<file path="config.mk">
export PLATFORM = sky130hd
export DESIGN_NAME = irq_host_ctrl
export DESIGN_NICKNAME = d
export VERILOG_FILES = /design/src/rtl/irq_host_pkg.sv /design/src/rtl/irq_host_ctrl.sv
export SDC_FILE = /design/constraint.sdc
export NUM_CORES = 1
export LEC_CHECK = 0
export BUFFER_PORTS_ARGS = -buffer_cell sky130_fd_sc_hd__buf_2
export CAP_MARGIN = 40
export CORE_UTILIZATION = 59
export CTS_BUF_LIST = sky130_fd_sc_hd__clkbuf_16
export DETAILED_ROUTE_END_ITERATION = 7
export PLACE_DENSITY_LB_ADDON = 0.1
export SYNTH_ARGS = -nofsm -noshare
export SYNTH_HDL_FRONTEND = slang
export SYNTH_SLANG_ARGS = --single-unit
</file>
<file path="constraint.sdc">
create_clock -name CLK -period 3.65 [get_ports CLK]
set_input_delay 0.73 -clock CLK [delete_from_list [all_inputs] [get_ports CLK]]
set_output_delay 0.73 -clock CLK [all_outputs]
set_load 0.005 [all_outputs]
</file>
<file path="src/rtl/irq_host_pkg.sv">
// constants for the serial controller interrupt and transfer-request block
package irq_host_pkg;
  localparam int          ADDR_W        = 5;
  localparam int          DATA_W        = 8;
  // register pointers (write side)
  localparam logic [4:0]  A_CMD         = 5'h00;
  localparam logic [4:0]  A_IRQ_CTRL    = 5'h01;
  localparam logic [4:0]  A_VECTOR      = 5'h02;
  localparam logic [4:0]  A_ENHANCE     = 5'h07;
  localparam logic [4:0]  A_MASTER      = 5'h09;
  localparam logic [4:0]  A_EXT_CTRL    = 5'h0F;
  // register pointers (read side)
  localparam logic [4:0]  A_STATUS      = 5'h00;
  localparam logic [4:0]  A_VEC_READ    = 5'h02;
  localparam logic [4:0]  A_PENDING     = 5'h03;
  localparam logic [4:0]  A_SERVICE     = 5'h10;
  localparam logic [4:0]  A_LAST        = 5'h0F;
  // interrupt control fields
  localparam int          IC_EXT_EN     = 0;
  localparam int          IC_TX_EN      = 1;
  localparam int          IC_PAR_SPEC   = 2;
  localparam int          IC_RXM_LO     = 3;
  localparam int          IC_WR_FUNC    = 5;
  localparam int          IC_WR_EN      = 7;
  // enhancement fields
  localparam int          EN_RX_FOUR    = 3;
  localparam int          EN_REQ2_TIME  = 4;
  localparam int          EN_TX_ALL     = 5;
  // master control fields, and the extended-control select bit
  localparam int          MC_VIS        = 0;
  localparam int          MC_MIE        = 3;
  localparam int          MC_VEC_HIGH   = 4;
  localparam int          EXT_ENH_SEL   = 0;
  // command codes in bits 5:3 of the command register
  localparam logic [2:0]  CMD_RESET_IUS = 3'h7;
  localparam logic [2:0]  CMD_SOFT_ACK  = 3'h6;
  localparam logic [2:0]  CMD_RST_EXT   = 3'h2;
  localparam logic [2:0]  CMD_RST_TX    = 3'h5;
  localparam logic [2:0]  CMD_RST_SPEC  = 3'h4;
  // receive interrupt modes
  localparam logic [1:0]  RXM_OFF       = 2'h0;
  localparam logic [1:0]  RXM_FIRST     = 2'h1;
  localparam logic [1:0]  RXM_ALL       = 2'h2;
  localparam logic [1:0]  RXM_SPECIAL   = 2'h3;
  // three-bit vector status codes, then receive threshold, reset values and acknowledge states
  localparam logic [2:0]  ST_TX         = 3'h0;
  localparam logic [2:0]  ST_EXT        = 3'h2;
  localparam logic [2:0]  ST_RX         = 3'h4;
  localparam logic [2:0]  ST_SPEC       = 3'h6;
  localparam logic [2:0]  ST_NONE       = 3'h3;
  localparam logic [3:0]  RX_THRESH     = 4'h4;
  localparam logic [7:0]  MC_RESET      = 8'h00;
  localparam logic [7:0]  IC_RESET      = 8'h00;
  localparam logic [7:0]  ZERO8         = 8'h00;
  typedef enum logic [1:0] {
    ACK_IDLE = 2'b00,
    ACK_HELD = 2'b01
  } ack_state_t;
endpackage

</file>
<file path="src/rtl/irq_host_ctrl.sv">
// interrupt, daisy chain and transfer-request logic of the serial controller
//
// The register addresses and the address-and-strobe port are this design's own decisions.
`timescale 1ns/100ps
module irq_host_ctrl
  import irq_host_pkg::*;
(
  input  wire logic                        CLK,
  input  wire logic                        RESETN,
  input  wire logic [irq_host_pkg::ADDR_W-1:0] ADDR,
  input  wire logic [irq_host_pkg::DATA_W-1:0] WDATA,
  input  wire logic                        WR_STB,
  input  wire logic                        RD_STB,
  output logic      [irq_host_pkg::DATA_W-1:0] RDATA,
  input  wire logic                        ACK_STROBE_N,
  input  wire logic                        ACK_RD_N,
  input  wire logic                        PRIORITY_IN,
  output logic                             PRIORITY_OUT,
  output logic                             IRQ_N_OE,
  output logic      [irq_host_pkg::DATA_W-1:0] ACK_VECTOR,
  output logic                             ACK_VECTOR_OE,
  input  wire logic                        CLEAR_TO_SEND_N,
  input  wire logic                        CARRIER_DETECT_N,
  input  wire logic                        SYNC_N,
  input  wire logic                        TX_UNDERRUN,
  input  wire logic                        BAUD_ZERO,
  input  wire logic                        BREAK_ABORT,
  input  wire logic                        END_OF_POLL,
  input  wire logic                        RX_CHAR_AVAIL,
  input  wire logic [3:0]                  RX_FIFO_LEVEL,
  input  wire logic                        RX_OVERRUN,
  input  wire logic                        RX_FRAMING,
  input  wire logic                        RX_END_OF_FRAME,
  input  wire logic                        RX_PARITY,
  input  wire logic                        TX_TOP_EMPTY,
  input  wire logic                        TX_ALL_EMPTY,
  input  wire logic                        TX_REQ_READY,
  output logic                             WAIT_REQ_N,
  output logic                             WAIT_REQ_OE,
  output logic                             REQ2_N
);
  import irq_host_pkg::*;

  // pin synchronisers; stage one read only by stage two
  logic [6:0] pin_s1, pin_s2, pin_s3;
  logic [6:0] next_pin_s1;
  // register file
  logic [7:0] irq_ctrl, next_irq_ctrl;
  logic [7:0] vector, next_vector;
  logic [7:0] enhance, next_enhance;
  logic [7:0] master, next_master;
  logic [7:0] ext_ctrl, next_ext_ctrl;
  logic [7:0] rdata_q, next_rdata_q;
  // per source: 2 receive, 1 transmit, 0 external/status
  logic [2:0] pending_flag, next_pending_flag;
  logic [2:0] under_service_flag, next_under_service_flag;
  logic       spec_latched, next_spec_latched;
  logic       first_seen, next_first_seen;
  logic [2:0] ack_code, next_ack_code;
  ack_state_t ack_state, next_ack_state;
  logic       irq_q, next_irq_q, prio_q, next_prio_q;
  logic [7:0] ackv_q, next_ackv_q;
  logic       ackv_oe_q, next_ackv_oe_q;
  logic       wr_q, next_wr_q, wr_oe_q, next_wr_oe_q, req2_q, next_req2_q;
  logic       tx_top_d, tx_all_d;

  // status code of the highest requesting source
  function automatic logic [2:0] status_code(input logic [2:0] pend, input logic spec);
    if (pend[2])
      status_code = spec ? ST_SPEC : ST_RX;
    else if (pend[1])
      status_code = ST_TX;
    else if (pend[0])
      status_code = ST_EXT;
    else
      status_code = ST_NONE;
  endfunction

  // put code into the vector, low or high placement
  function automatic logic [7:0] merge_vec(input logic [7:0] v, input logic [2:0] c,
                                           input logic hi);
    merge_vec = hi ? {v[7], c[0], c[1], c[2], v[3:0]} : {v[7:4], c, v[0]};
  endfunction

  // one-hot highest-priority pick
  function automatic logic [2:0] highest(input logic [2:0] v);
    highest = v[2] ? 3'b100 : (v[1] ? 3'b010 : (v[0] ? 3'b001 : 3'b000));
  endfunction

  logic       wr_cmd, wr_irq, wr_vec, wr_enh, wr_mc, wr_ext, soft_ack, reset_ius;
  logic [1:0] rx_mode;
  logic       ext_event, ab_edge, rx_char_ok, spec_cond, tx_event;
  logic       ack_rise_start, ack_active;
  logic [2:0] raw_event, allowed, chain_ok, service_hi;

  always_comb begin
    next_pin_s1 = {END_OF_POLL, BREAK_ABORT, SYNC_N, CARRIER_DETECT_N, CLEAR_TO_SEND_N,
                   ACK_RD_N, ACK_STROBE_N};
    wr_cmd  = WR_STB && ADDR == A_CMD;
    wr_irq  = WR_STB && ADDR == A_IRQ_CTRL;
    wr_vec  = WR_STB && ADDR == A_VECTOR;
    wr_enh  = WR_STB && ADDR == A_ENHANCE && ext_ctrl[EXT_ENH_SEL];
    wr_mc   = WR_STB && ADDR == A_MASTER;
    wr_ext  = WR_STB && ADDR == A_EXT_CTRL;
    soft_ack  = wr_cmd && WDATA[5:3] == CMD_SOFT_ACK;
    reset_ius = wr_cmd && WDATA[5:3] == CMD_RESET_IUS;
    rx_mode = irq_ctrl[IC_RXM_LO +: 2];
    ext_event = (pin_s3[4:2] != pin_s2[4:2]) || TX_UNDERRUN || BAUD_ZERO;
    ab_edge = (pin_s3[6:5] != pin_s2[6:5]);
    ext_event = ext_event || ab_edge;
    spec_cond = RX_OVERRUN || RX_FRAMING || RX_END_OF_FRAME ||
                (RX_PARITY && irq_ctrl[IC_PAR_SPEC]);
    rx_char_ok = enhance[EN_RX_FOUR] ? (RX_FIFO_LEVEL >= RX_THRESH) : RX_CHAR_AVAIL;
    // top byte or whole-FIFO empty, on rising edge
    tx_event = enhance[EN_TX_ALL] ? (TX_ALL_EMPTY && !tx_all_d)
                                  : (TX_TOP_EMPTY && !tx_top_d);
    raw_event = 3'b000;
    unique case (rx_mode)
      RXM_FIRST:   raw_event[2] = (rx_char_ok && !first_seen) || (spec_cond && first_seen);
      RXM_ALL:     raw_event[2] = rx_char_ok || spec_cond;
      RXM_SPECIAL: raw_event[2] = spec_cond;
      RXM_OFF:     raw_event[2] = 1'b0;
    endcase
    raw_event[1] = tx_event;
    raw_event[0] = ext_event;
    allowed = {rx_mode != RXM_OFF, irq_ctrl[IC_TX_EN], irq_ctrl[IC_EXT_EN]} &
              {3{master[MC_MIE]}};
    next_pending_flag = pending_flag;
    if (wr_cmd && WDATA[5:3] == CMD_RST_EXT)
      next_pending_flag[0] = 1'b0;
    if (wr_cmd && WDATA[5:3] == CMD_RST_TX)
      next_pending_flag[1] = 1'b0;
    if (wr_cmd && WDATA[5:3] == CMD_RST_SPEC)
      next_pending_flag[2] = 1'b0;
    // set wins over clear
    next_pending_flag = (next_pending_flag | raw_event) & allowed;
    next_spec_latched = (spec_latched || (raw_event[2] && spec_cond)) && next_pending_flag[2];
    next_first_seen = first_seen;
    if (rx_mode != RXM_FIRST || (wr_cmd && WDATA[5:3] == CMD_RST_SPEC))
      next_first_seen = 1'b0;
    else if (raw_event[2] && rx_char_ok)
      next_first_seen = 1'b1;
    // internal chain: service blocks self and lower
    chain_ok[2] = !under_service_flag[2];
    chain_ok[1] = chain_ok[2] && !pending_flag[2] && !under_service_flag[1];
    chain_ok[0] = chain_ok[1] && !pending_flag[1] && !under_service_flag[0];
    ack_active = !pin_s2[0];
    ack_rise_start = (ack_active && ack_state == ACK_IDLE) || soft_ack;
    next_ack_state = ack_active ? ACK_HELD : ACK_IDLE;
    next_under_service_flag = under_service_flag;
    if (reset_ius)
      next_under_service_flag = under_service_flag & ~highest(under_service_flag);
    next_ack_code = ack_code;
    // service set only with chain in high
    if (ack_rise_start) begin
      if (PRIORITY_IN) begin
        next_under_service_flag = next_under_service_flag |
                                  highest(pending_flag & chain_ok);
        next_ack_code = status_code(pending_flag & chain_ok, spec_latched);
      end
    end
    service_hi = under_service_flag;
    // interrupt when pending, chain in high, not acknowledging
    next_irq_q = |(pending_flag & chain_ok) && PRIORITY_IN && !ack_active &&
                 !ack_rise_start;
    next_prio_q = PRIORITY_IN && !(|service_hi) &&
                  !(ack_active && |(pending_flag & chain_ok));
    // vector onto bus on acknowledge read
    next_ackv_oe_q = ack_active && !pin_s2[1] && PRIORITY_IN;
    next_ackv_q = master[MC_VIS] ? merge_vec(vector, next_ack_code, master[MC_VEC_HIGH])
                                 : vector;
    if (irq_ctrl[IC_WR_FUNC]) begin
      next_wr_q = !(irq_ctrl[IC_WR_EN] && TX_REQ_READY);
      next_wr_oe_q = 1'b1;
    end else begin
      next_wr_q = 1'b0;
      next_wr_oe_q = irq_ctrl[IC_WR_EN] && !TX_REQ_READY;
    end
    next_req2_q = enhance[EN_REQ2_TIME] ? next_wr_q : !(TX_REQ_READY && tx_top_d);
    next_irq_ctrl = wr_irq ? WDATA : irq_ctrl;
    next_vector   = wr_vec ? WDATA : vector;
    next_enhance  = wr_enh ? WDATA : enhance;
    next_master   = wr_mc ? WDATA : master;
    next_ext_ctrl = wr_ext ? WDATA : ext_ctrl;
    next_rdata_q = ZERO8;
    if (RD_STB) begin
      unique case (ADDR)
        A_STATUS:   next_rdata_q = {3'h0, TX_ALL_EMPTY, 1'b0, TX_TOP_EMPTY, 1'b0,
                                    RX_CHAR_AVAIL};
        A_VEC_READ: next_rdata_q = master[MC_VIS] ?
                    merge_vec(vector, status_code(pending_flag, spec_latched),
                              master[MC_VEC_HIGH]) : vector;
        A_PENDING:  next_rdata_q = {2'h0, pending_flag[2], pending_flag[1],
                                    pending_flag[0], 3'h0};
        A_SERVICE:  next_rdata_q = {5'h0, under_service_flag};
        default:    next_rdata_q = ZERO8;
      endcase
    end
  end

  // synchroniser stages and edge-detect history
  always_ff @(posedge CLK or negedge RESETN) begin
    if (!RESETN) begin
      // break and end-of-poll idle low; an all-ones reset would fake an edge
      pin_s1 <= 7'h1F;
      pin_s2 <= 7'h1F;
      pin_s3 <= 7'h1F;
      tx_top_d <= 1'b0;
      tx_all_d <= 1'b0;
    end else begin
      pin_s1 <= next_pin_s1;
      pin_s2 <= pin_s1;
      pin_s3 <= pin_s2;
      tx_top_d <= TX_TOP_EMPTY;
      tx_all_d <= TX_ALL_EMPTY;
    end
  end

  // host-visible register file and read data
  always_ff @(posedge CLK or negedge RESETN) begin
    if (!RESETN) begin
      irq_ctrl <= IC_RESET;
      vector <= ZERO8;
      enhance <= ZERO8;
      master <= MC_RESET;
      ext_ctrl <= ZERO8;
      rdata_q <= ZERO8;
    end else begin
      irq_ctrl <= next_irq_ctrl;
      vector <= next_vector;
      enhance <= next_enhance;
      master <= next_master;
      ext_ctrl <= next_ext_ctrl;
      rdata_q <= next_rdata_q;
    end
  end

  // pending, service and acknowledge tracking
  always_ff @(posedge CLK or negedge RESETN) begin
    if (!RESETN) begin
      pending_flag <= 3'h0;
      under_service_flag <= 3'h0;
      spec_latched <= 1'b0;
      first_seen <= 1'b0;
      ack_code <= ST_NONE;
      ack_state <= ACK_IDLE;
    end else begin
      pending_flag <= next_pending_flag;
      under_service_flag <= next_under_service_flag;
      spec_latched <= next_spec_latched;
      first_seen <= next_first_seen;
      ack_code <= next_ack_code;
      ack_state <= next_ack_state;
    end
  end

  // pin-facing outputs, all registered so no glitch reaches the bus
  always_ff @(posedge CLK or negedge RESETN) begin
    if (!RESETN) begin
      irq_q <= 1'b0;
      prio_q <= 1'b0;
      ackv_q <= ZERO8;
      ackv_oe_q <= 1'b0;
      wr_q <= 1'b0;
      wr_oe_q <= 1'b0;
      req2_q <= 1'b1;
    end else begin
      irq_q <= next_irq_q;
      prio_q <= next_prio_q;
      ackv_q <= next_ackv_q;
      ackv_oe_q <= next_ackv_oe_q;
      wr_q <= next_wr_q;
      wr_oe_q <= next_wr_oe_q;
      req2_q <= next_req2_q;
    end
  end

  assign RDATA         = rdata_q;
  assign PRIORITY_OUT  = prio_q;
  assign IRQ_N_OE      = irq_q;
  assign ACK_VECTOR    = ackv_q;
  assign ACK_VECTOR_OE = ackv_oe_q;
  assign WAIT_REQ_N    = wr_q;
  assign WAIT_REQ_OE   = wr_oe_q;
  assign REQ2_N        = req2_q;
endmodule // irq_host_ctrl

</file>
==> results of run 1 <==
## layer usage
layer | GRT usage, % | share of wire, % | up-vias
li1 | - | - | 1058
met1 | 33.8 | 46 | 1086
met2 | 37.7 | 47 | 71
met3 | 4.95 | 4.6 | 13
met4 | 13.6 | 2.1 | 0
met5 | 0 | 0 | -
## logic make-up (layout without fill, tap and decap cells)
family,count (synthesis),count (layout)
mux,25,25
xor+xnor,5,5
buf+inv,24,89
compound gates,53,53
simple gates,83,83
flops,77,77
## sequential cells by signal, summed over array words and instances (netlist names), 3 cells and up
signal and flops:
vector 8, service_hi 3, pin_s3 5, enhance 3, pending_flag 3, pin_s2 7
ACK_VECTOR 8, ack_code 3, RDATA 8, irq_ctrl 7, master 3, pin_s1 7
## critical path: stages
cell and delay [ps]:
buf_2 270, and4bb_1 300, a31oi_2 480, mux2_2 430
o21ai_0 150
## per-stage QoR
stage               util [%]  total power, mW  setup WS (ps)  hold slack, ps
floorplan                  -             1.19           1660             331
global placement        68.0             1.29           1200             332
detailed placement      68.4             1.30           1220             336
CTS                     73.9             2.14           1560             348
global route            73.9             2.22           1410             353
finish                  73.9             2.13           1520             347
## layout make-up
cell class,count,area (um2),share of cell area [%]
Clock buffer,9,225,5.93
Clock inverter,6,56.3,1.48
Inverter,15,56.3,1.48
Multi-Input combinational cell,166,1110,29.3
Sequential cell,77,1950,51.3
Tap cell,70,87.6,2.31
Timing Repair Buffer,59,313,8.24
## placed cells by master, fill, tap and decap left out, types with 3 or more instances in the layout
| cell type | count |
|---|---|
| dfrtp_1 | 61 |
| buf_2 | 57 |
| nand2_1 | 24 |
| mux2_2 | 22 |
| dfstp_2 | 16 |
| inv_1 | 16 |
| o21ai_0 | 16 |
| nor2_1 | 14 |
| a21oi_1 | 11 |
| nand3_1 | 9 |
| clkbuf_16 | 9 |
| nor3_1 | 6 |
| nand2b_1 | 5 |
| nor3b_1 | 4 |
| o31ai_1 | 4 |
| xnor2_1 | 4 |
| mux2i_1 | 3 |
| a31oi_1 | 3 |
| a211oi_1 | 3 |
| o22ai_1 | 3 |
## worst min-delay path by stage
stage / start / to / slack (ps) / depth (start not counted)
after floorplan: pin_s1[5] / pin_s2[5] / 330 / 0
after global placement: pin_s1[6] / pin_s2[6] / 330 / 0
after detailed placement: pin_s1[6] / pin_s2[6] / 340 / 0
after CTS: pin_s1[6] / pin_s2[6] / 350 / 0
after global routing: pin_s1[5] / pin_s2[5] / 350 / 0
final: pin_s1[6] / pin_s2[6] / 350 / 0
## power groups by stage
stage                     combinational (mW)  sequential, mW  clock [mW]
final                                  0.257            1.03       0.835
after CTS                              0.259            1.03       0.848
after detailed placement               0.257            1.05           0
after global routing                   0.289            1.05       0.884
after floorplan                        0.160            1.03           0
after global placement                 0.246            1.04           0
==> metrics.txt, run 1 <==
worst-skew pair later-pin latency=330 ps; Yosys cell types=48; CP Capture Type=flop; Slew headroom=62.3%; async set or reset register ratio after synthesis=100%; Leak Pwr=1.78 nW; hold_buf cts=0; Max Clock Freq=469 MHz; yosys warns=0; outcome=finished clean; Worst Path Arrival=2380 ps; Hold Vio Cnt, Final=0; Finished Cell Area=3800 um2; postcts setup bufs=0; clock transition at the registers of the reported paths=50 ps; gr usage total=24.8%; placed insts=387; CTS Sinks=77; Critical Path Start=ADDR[1]; cell count after synthesis=267; worst slew pin tran=551 ps; sequential-to-total area share from yosys stat=61.5%; Mapped Avg Cell Area=11.9 um2; # nets final=367; Die Ht=75.3 um; CTS Buffer Depth=2; die area=5660 um2; Internal=1.60 mW; Sw Pwr=0.525 mW; Post-Synth Simple-Gate Area=14.3%; Syn-to-layout area delta=19.9%; Clk pwr share=39.3%; Clock Skew=4.26 ps; Worst Hold Class=reg2reg; Post-synth EDFFs=0; cell area after synthesis=3170 um2; Filler cells=404; clock root buffer=clkbuf_16; syn_nets=306; share of layout cells above drive strength 1=34.9%; WS Path Type=in2reg; WL final=6280 um; top cell type's share of synthesized area=48.2%; Starting DRT DRC Count=128; Port Buf Inserts=58; Setup-failing EPs final=0; DR vias=2228; post-synthesis adder-cell area fraction=0%; Worst Setup EP=ACK_VECTOR[3]; DRC=0; Placement Rows=26; worst reg2reg endpoint=ACK_VECTOR[3]; CTS tree=yes; top_reg_cell synth=dfrtp_1; initial cell density of the core=61.6%; Reg2Reg Depth=4; TritonCTS Buffers=9; Net Sw Frac=24.7%; Avg WL per Cell=15.6 um; crit path launch type=input port; FF-to-FF setup slack=1930 ps; max-slew violation count=0; Placed Area=3520 um2; Die Width=75.3 um; CTS HTree Levels=3; cell with the most instances after synthesis=dfrtp_1; CORE AREA=5140 um2; post-route insts no fill=402; first-pass GRT wire length=9870 um; drt first pass iters=4; max cap viols=0; largest family of logic cells by synthesized area=simple AND/OR/NAND/NOR gates; RSZ-0062 raised after global routing=false; ant diodes=0; post_cts resized=0; Ports=61; Logic pwr share=12.1%; PwrDens=560 nW/um2; Flop pwr share=48.7%; setup TNS=0 ps; complex-gate fraction of the synthesized area=10.6%; HPWL after DPL=4410 um; Via-to-Cell Ratio=5.54; synth top area cells=dfrtp_1, dfstp_2, mux2_2, nand2_1, o21ai_0; Synth top cells by count=dfrtp_1, nand2_1, mux2_2, dfstp_2, o21ai_0; CP max FO=14; min cycle time layout=2130 ps; grt total ovfl=0; GPL Wtd Cong=0.862; largest net degree at the start of global routing=41; #FFs+latches synth=77; multiplexer share of the synthesized area=8.77%; xor and xnor area share after synthesis=1.38%; initial antenna violation count=0; CP required=3900 ps; worst r2r src=pin_s2[0]; Peak supply drop=0.459 mV; Final Cycle Share=58.4%; number of global-route vias before repair=2015; DRT antenna net count=0; Synth area leader=dfrtp_1
(Power assumes the default switching activity.)
==> run 2, diff against run 1 <==
Settings changed: CORE_UTILIZATION 59 to 54.
Clock period 3.65 ns to 2.2 ns, I/O delays scaled along.
==> run 2 against run 1 <==
  * Non-clock buffer count grew 4
  * Sequential power grew 66%
  * First-iteration DRC count grew 55%
  * Largest power group unchanged
==> metrics.txt, run 2 (synthesis results as in run 1) <==
die area=6170 um2 (+9.0%); initial cell density of the core=56.8% (-4.8 points); post-route insts no fill=409 (+1.7%); Top Metal Used=met4; CP delay by family, top=simple AND/OR/NAND/NOR gates; met1 WL=2960 um (+3.1%); Starting DRT DRC Count=198 (+55%); Via-to-Cell Ratio=5.52 (-0.39%); CP Capture Type=flop; DRT antenna net count=0 (unchanged); placed insts=393 (+1.6%); grt total ovfl=0 (unchanged); Leak Pwr=1.82 nW (+2.4%); clock root buffer=clkbuf_16; Slew headroom=61.7% (-0.64 points); Die Ht=78.6 um (+4.4%); setup TNS=0 ps (unchanged); first-pass GRT wire length=10300 um (+4.1%); CTS Sinks=77 (unchanged); initial antenna violation count=0 (unchanged); worst slew pin tran=560 ps (+9.38 ps); WS Path Type=in2reg; Slowest-stage cell, CP=or3_4; min cycle time layout=1570 ps; largest net degree at the start of global routing=35 (-15%); postcts setup bufs=0 (unchanged); Peak supply drop=0.584 mV (+27%); WL final=6360 um (+1.2%); worst path cell trace=buf_2 > or3_4 > nor3_4 > mux2_2; # nets final=371 (+1.1%); gr usage total=22.8% (-2.0 points); hold_buf cts=0 (unchanged); CP max FO=8 (-6); CORE AREA=5570 um2 (+8.4%); Placement Rows=27 (+3.8%); Worst Hold Class=in2async; max-slew violation count=0 (unchanged); metal2 WL=2950 um (-1.1%); outcome=finished clean; RSZ-0062 raised after global routing=false; Final Cycle Share=71.5%; Clock Skew=4.83 ps (+0.567 ps); Port Buf Inserts=58 (unchanged); PwrDens=961 nW/um2 (+72%); ant diodes=0 (unchanged); drt first pass iters=4 (unchanged); crit path launch type=input port; DRC=0 (unchanged); DR vias=2258 (+1.3%); share of layout cells above drive strength 1=36.5% (+1.6 points); max cap viols=0 (unchanged); Critical Path Max Stage Delay=430 ps (-50 ps); leading cell type in the layout, fill and taps excluded=dfrtp_1; Filler cells=438 (+8.4%); number of global-route vias before repair=2096 (+4.0%); clock transition at the registers of the reported paths=60 ps (about the same); Worst Path Arrival=1790 ps (-590 ps); Hold Vio Cnt, Final=0 (unchanged); Max Clock Freq=636 MHz; commonest non-fill, non-tap cells in the layout=dfrtp_1, buf_2, nand2_1; worst-skew pair later-pin latency=330 ps (about the same); CTS Buffer Depth=2 (unchanged); TritonCTS Buffers=9 (unchanged); CTS tree=yes; Die Width=78.6 um (+4.4%); post_cts resized=0 (unchanged); Syn-to-layout area delta=22.3%; WP buf/inv=1 (unchanged); CP required=2410 ps (-1490 ps); Avg WL per Cell=15.5 um (-0.55%); CTS HTree Levels=3 (unchanged); Ports=61 (unchanged); HPWL after DPL=4560 um (+3.3%); Routed met3 length=285 um (-2.4%); Setup-failing EPs final=0 (unchanged); GPL Wtd Cong=0.866 (+0.42%)
run 2: cell count changes in the layout (fill, tap and decap cells not counted):
cell        change
inv_6           +1
buf_4           +4
inv_1           -1
clkinvlp_4      -2
clkinv_4        +3
bufinv_16       +1
clkinv_1        -1
run 2: worst register-to-register path, stage by stage, from the launching register on:
cell and delay (ps):
dfrtp_1 490, nor2b_1 400, mux2i_1 280, o22ai_1 110, and2_1 160
run 2: path summary, 6_finish.rpt:
kind / start / end / slack [ps] / cells after the start
min in group CLK: CARRIER_DETECT_N / pin_s1[3] / 200 / 1
max in group asynchronous: RESETN / pin_s1[2] / 1560 / 2
setup / recovery: ADDR[3] / irq_ctrl[3] / 630 / 4
hold / removal: RESETN / ack_code[2] / 40 / 1
hold reg to reg: pin_s1[5] / pin_s2[5] / 350 / 0
setup reg to reg: master[0] / RDATA[1] / 650 / 4
run 2: power by group:
part | internal [mW] | switching, mW
combinational | 0.206 | 0.226
sequential | 1.60 | 0.119
clock | 0.998 | 0.576
run 2: metal layers:
| metal | global-route usage, % | up-vias |
|---|---|---|
| met5 | 0 | - |
| met4 | 13.5 | 0 |
| met3 | 4.19 | 13 |
| met2 | 33.7 | 64 |
| met1 | 31.6 | 1096 |
| li1 | - | 1085 |
run 2: layout make-up:
type	count	area, um2	share of cell area [%]
clock inverter	7	98.8	2.55
tap	72	90.1	2.33
timing repair buffer	63	343	8.85
clock buffer	9	225	5.82
multi-input combinational	166	1110	28.7
sequential	77	1950	50.3
inverter	15	56.3	1.45
run 2: through the flow:
step	setup slack, ps	power [mW]	instance area (um2)	utilization (%)	hold WS (ps)
6_report	628	3.72	3870	69.5	39.9
5_1_grt	545	3.87	3870	69.5	74.4
4_1_cts	615	3.75	3870	69.5	46.1
3_5_place_dp	264	2.17	3550	63.7	335
3_3_place_gp	295	2.15	3550	63.7	333
2_1_floorplan	495	1.97	3170	-	144
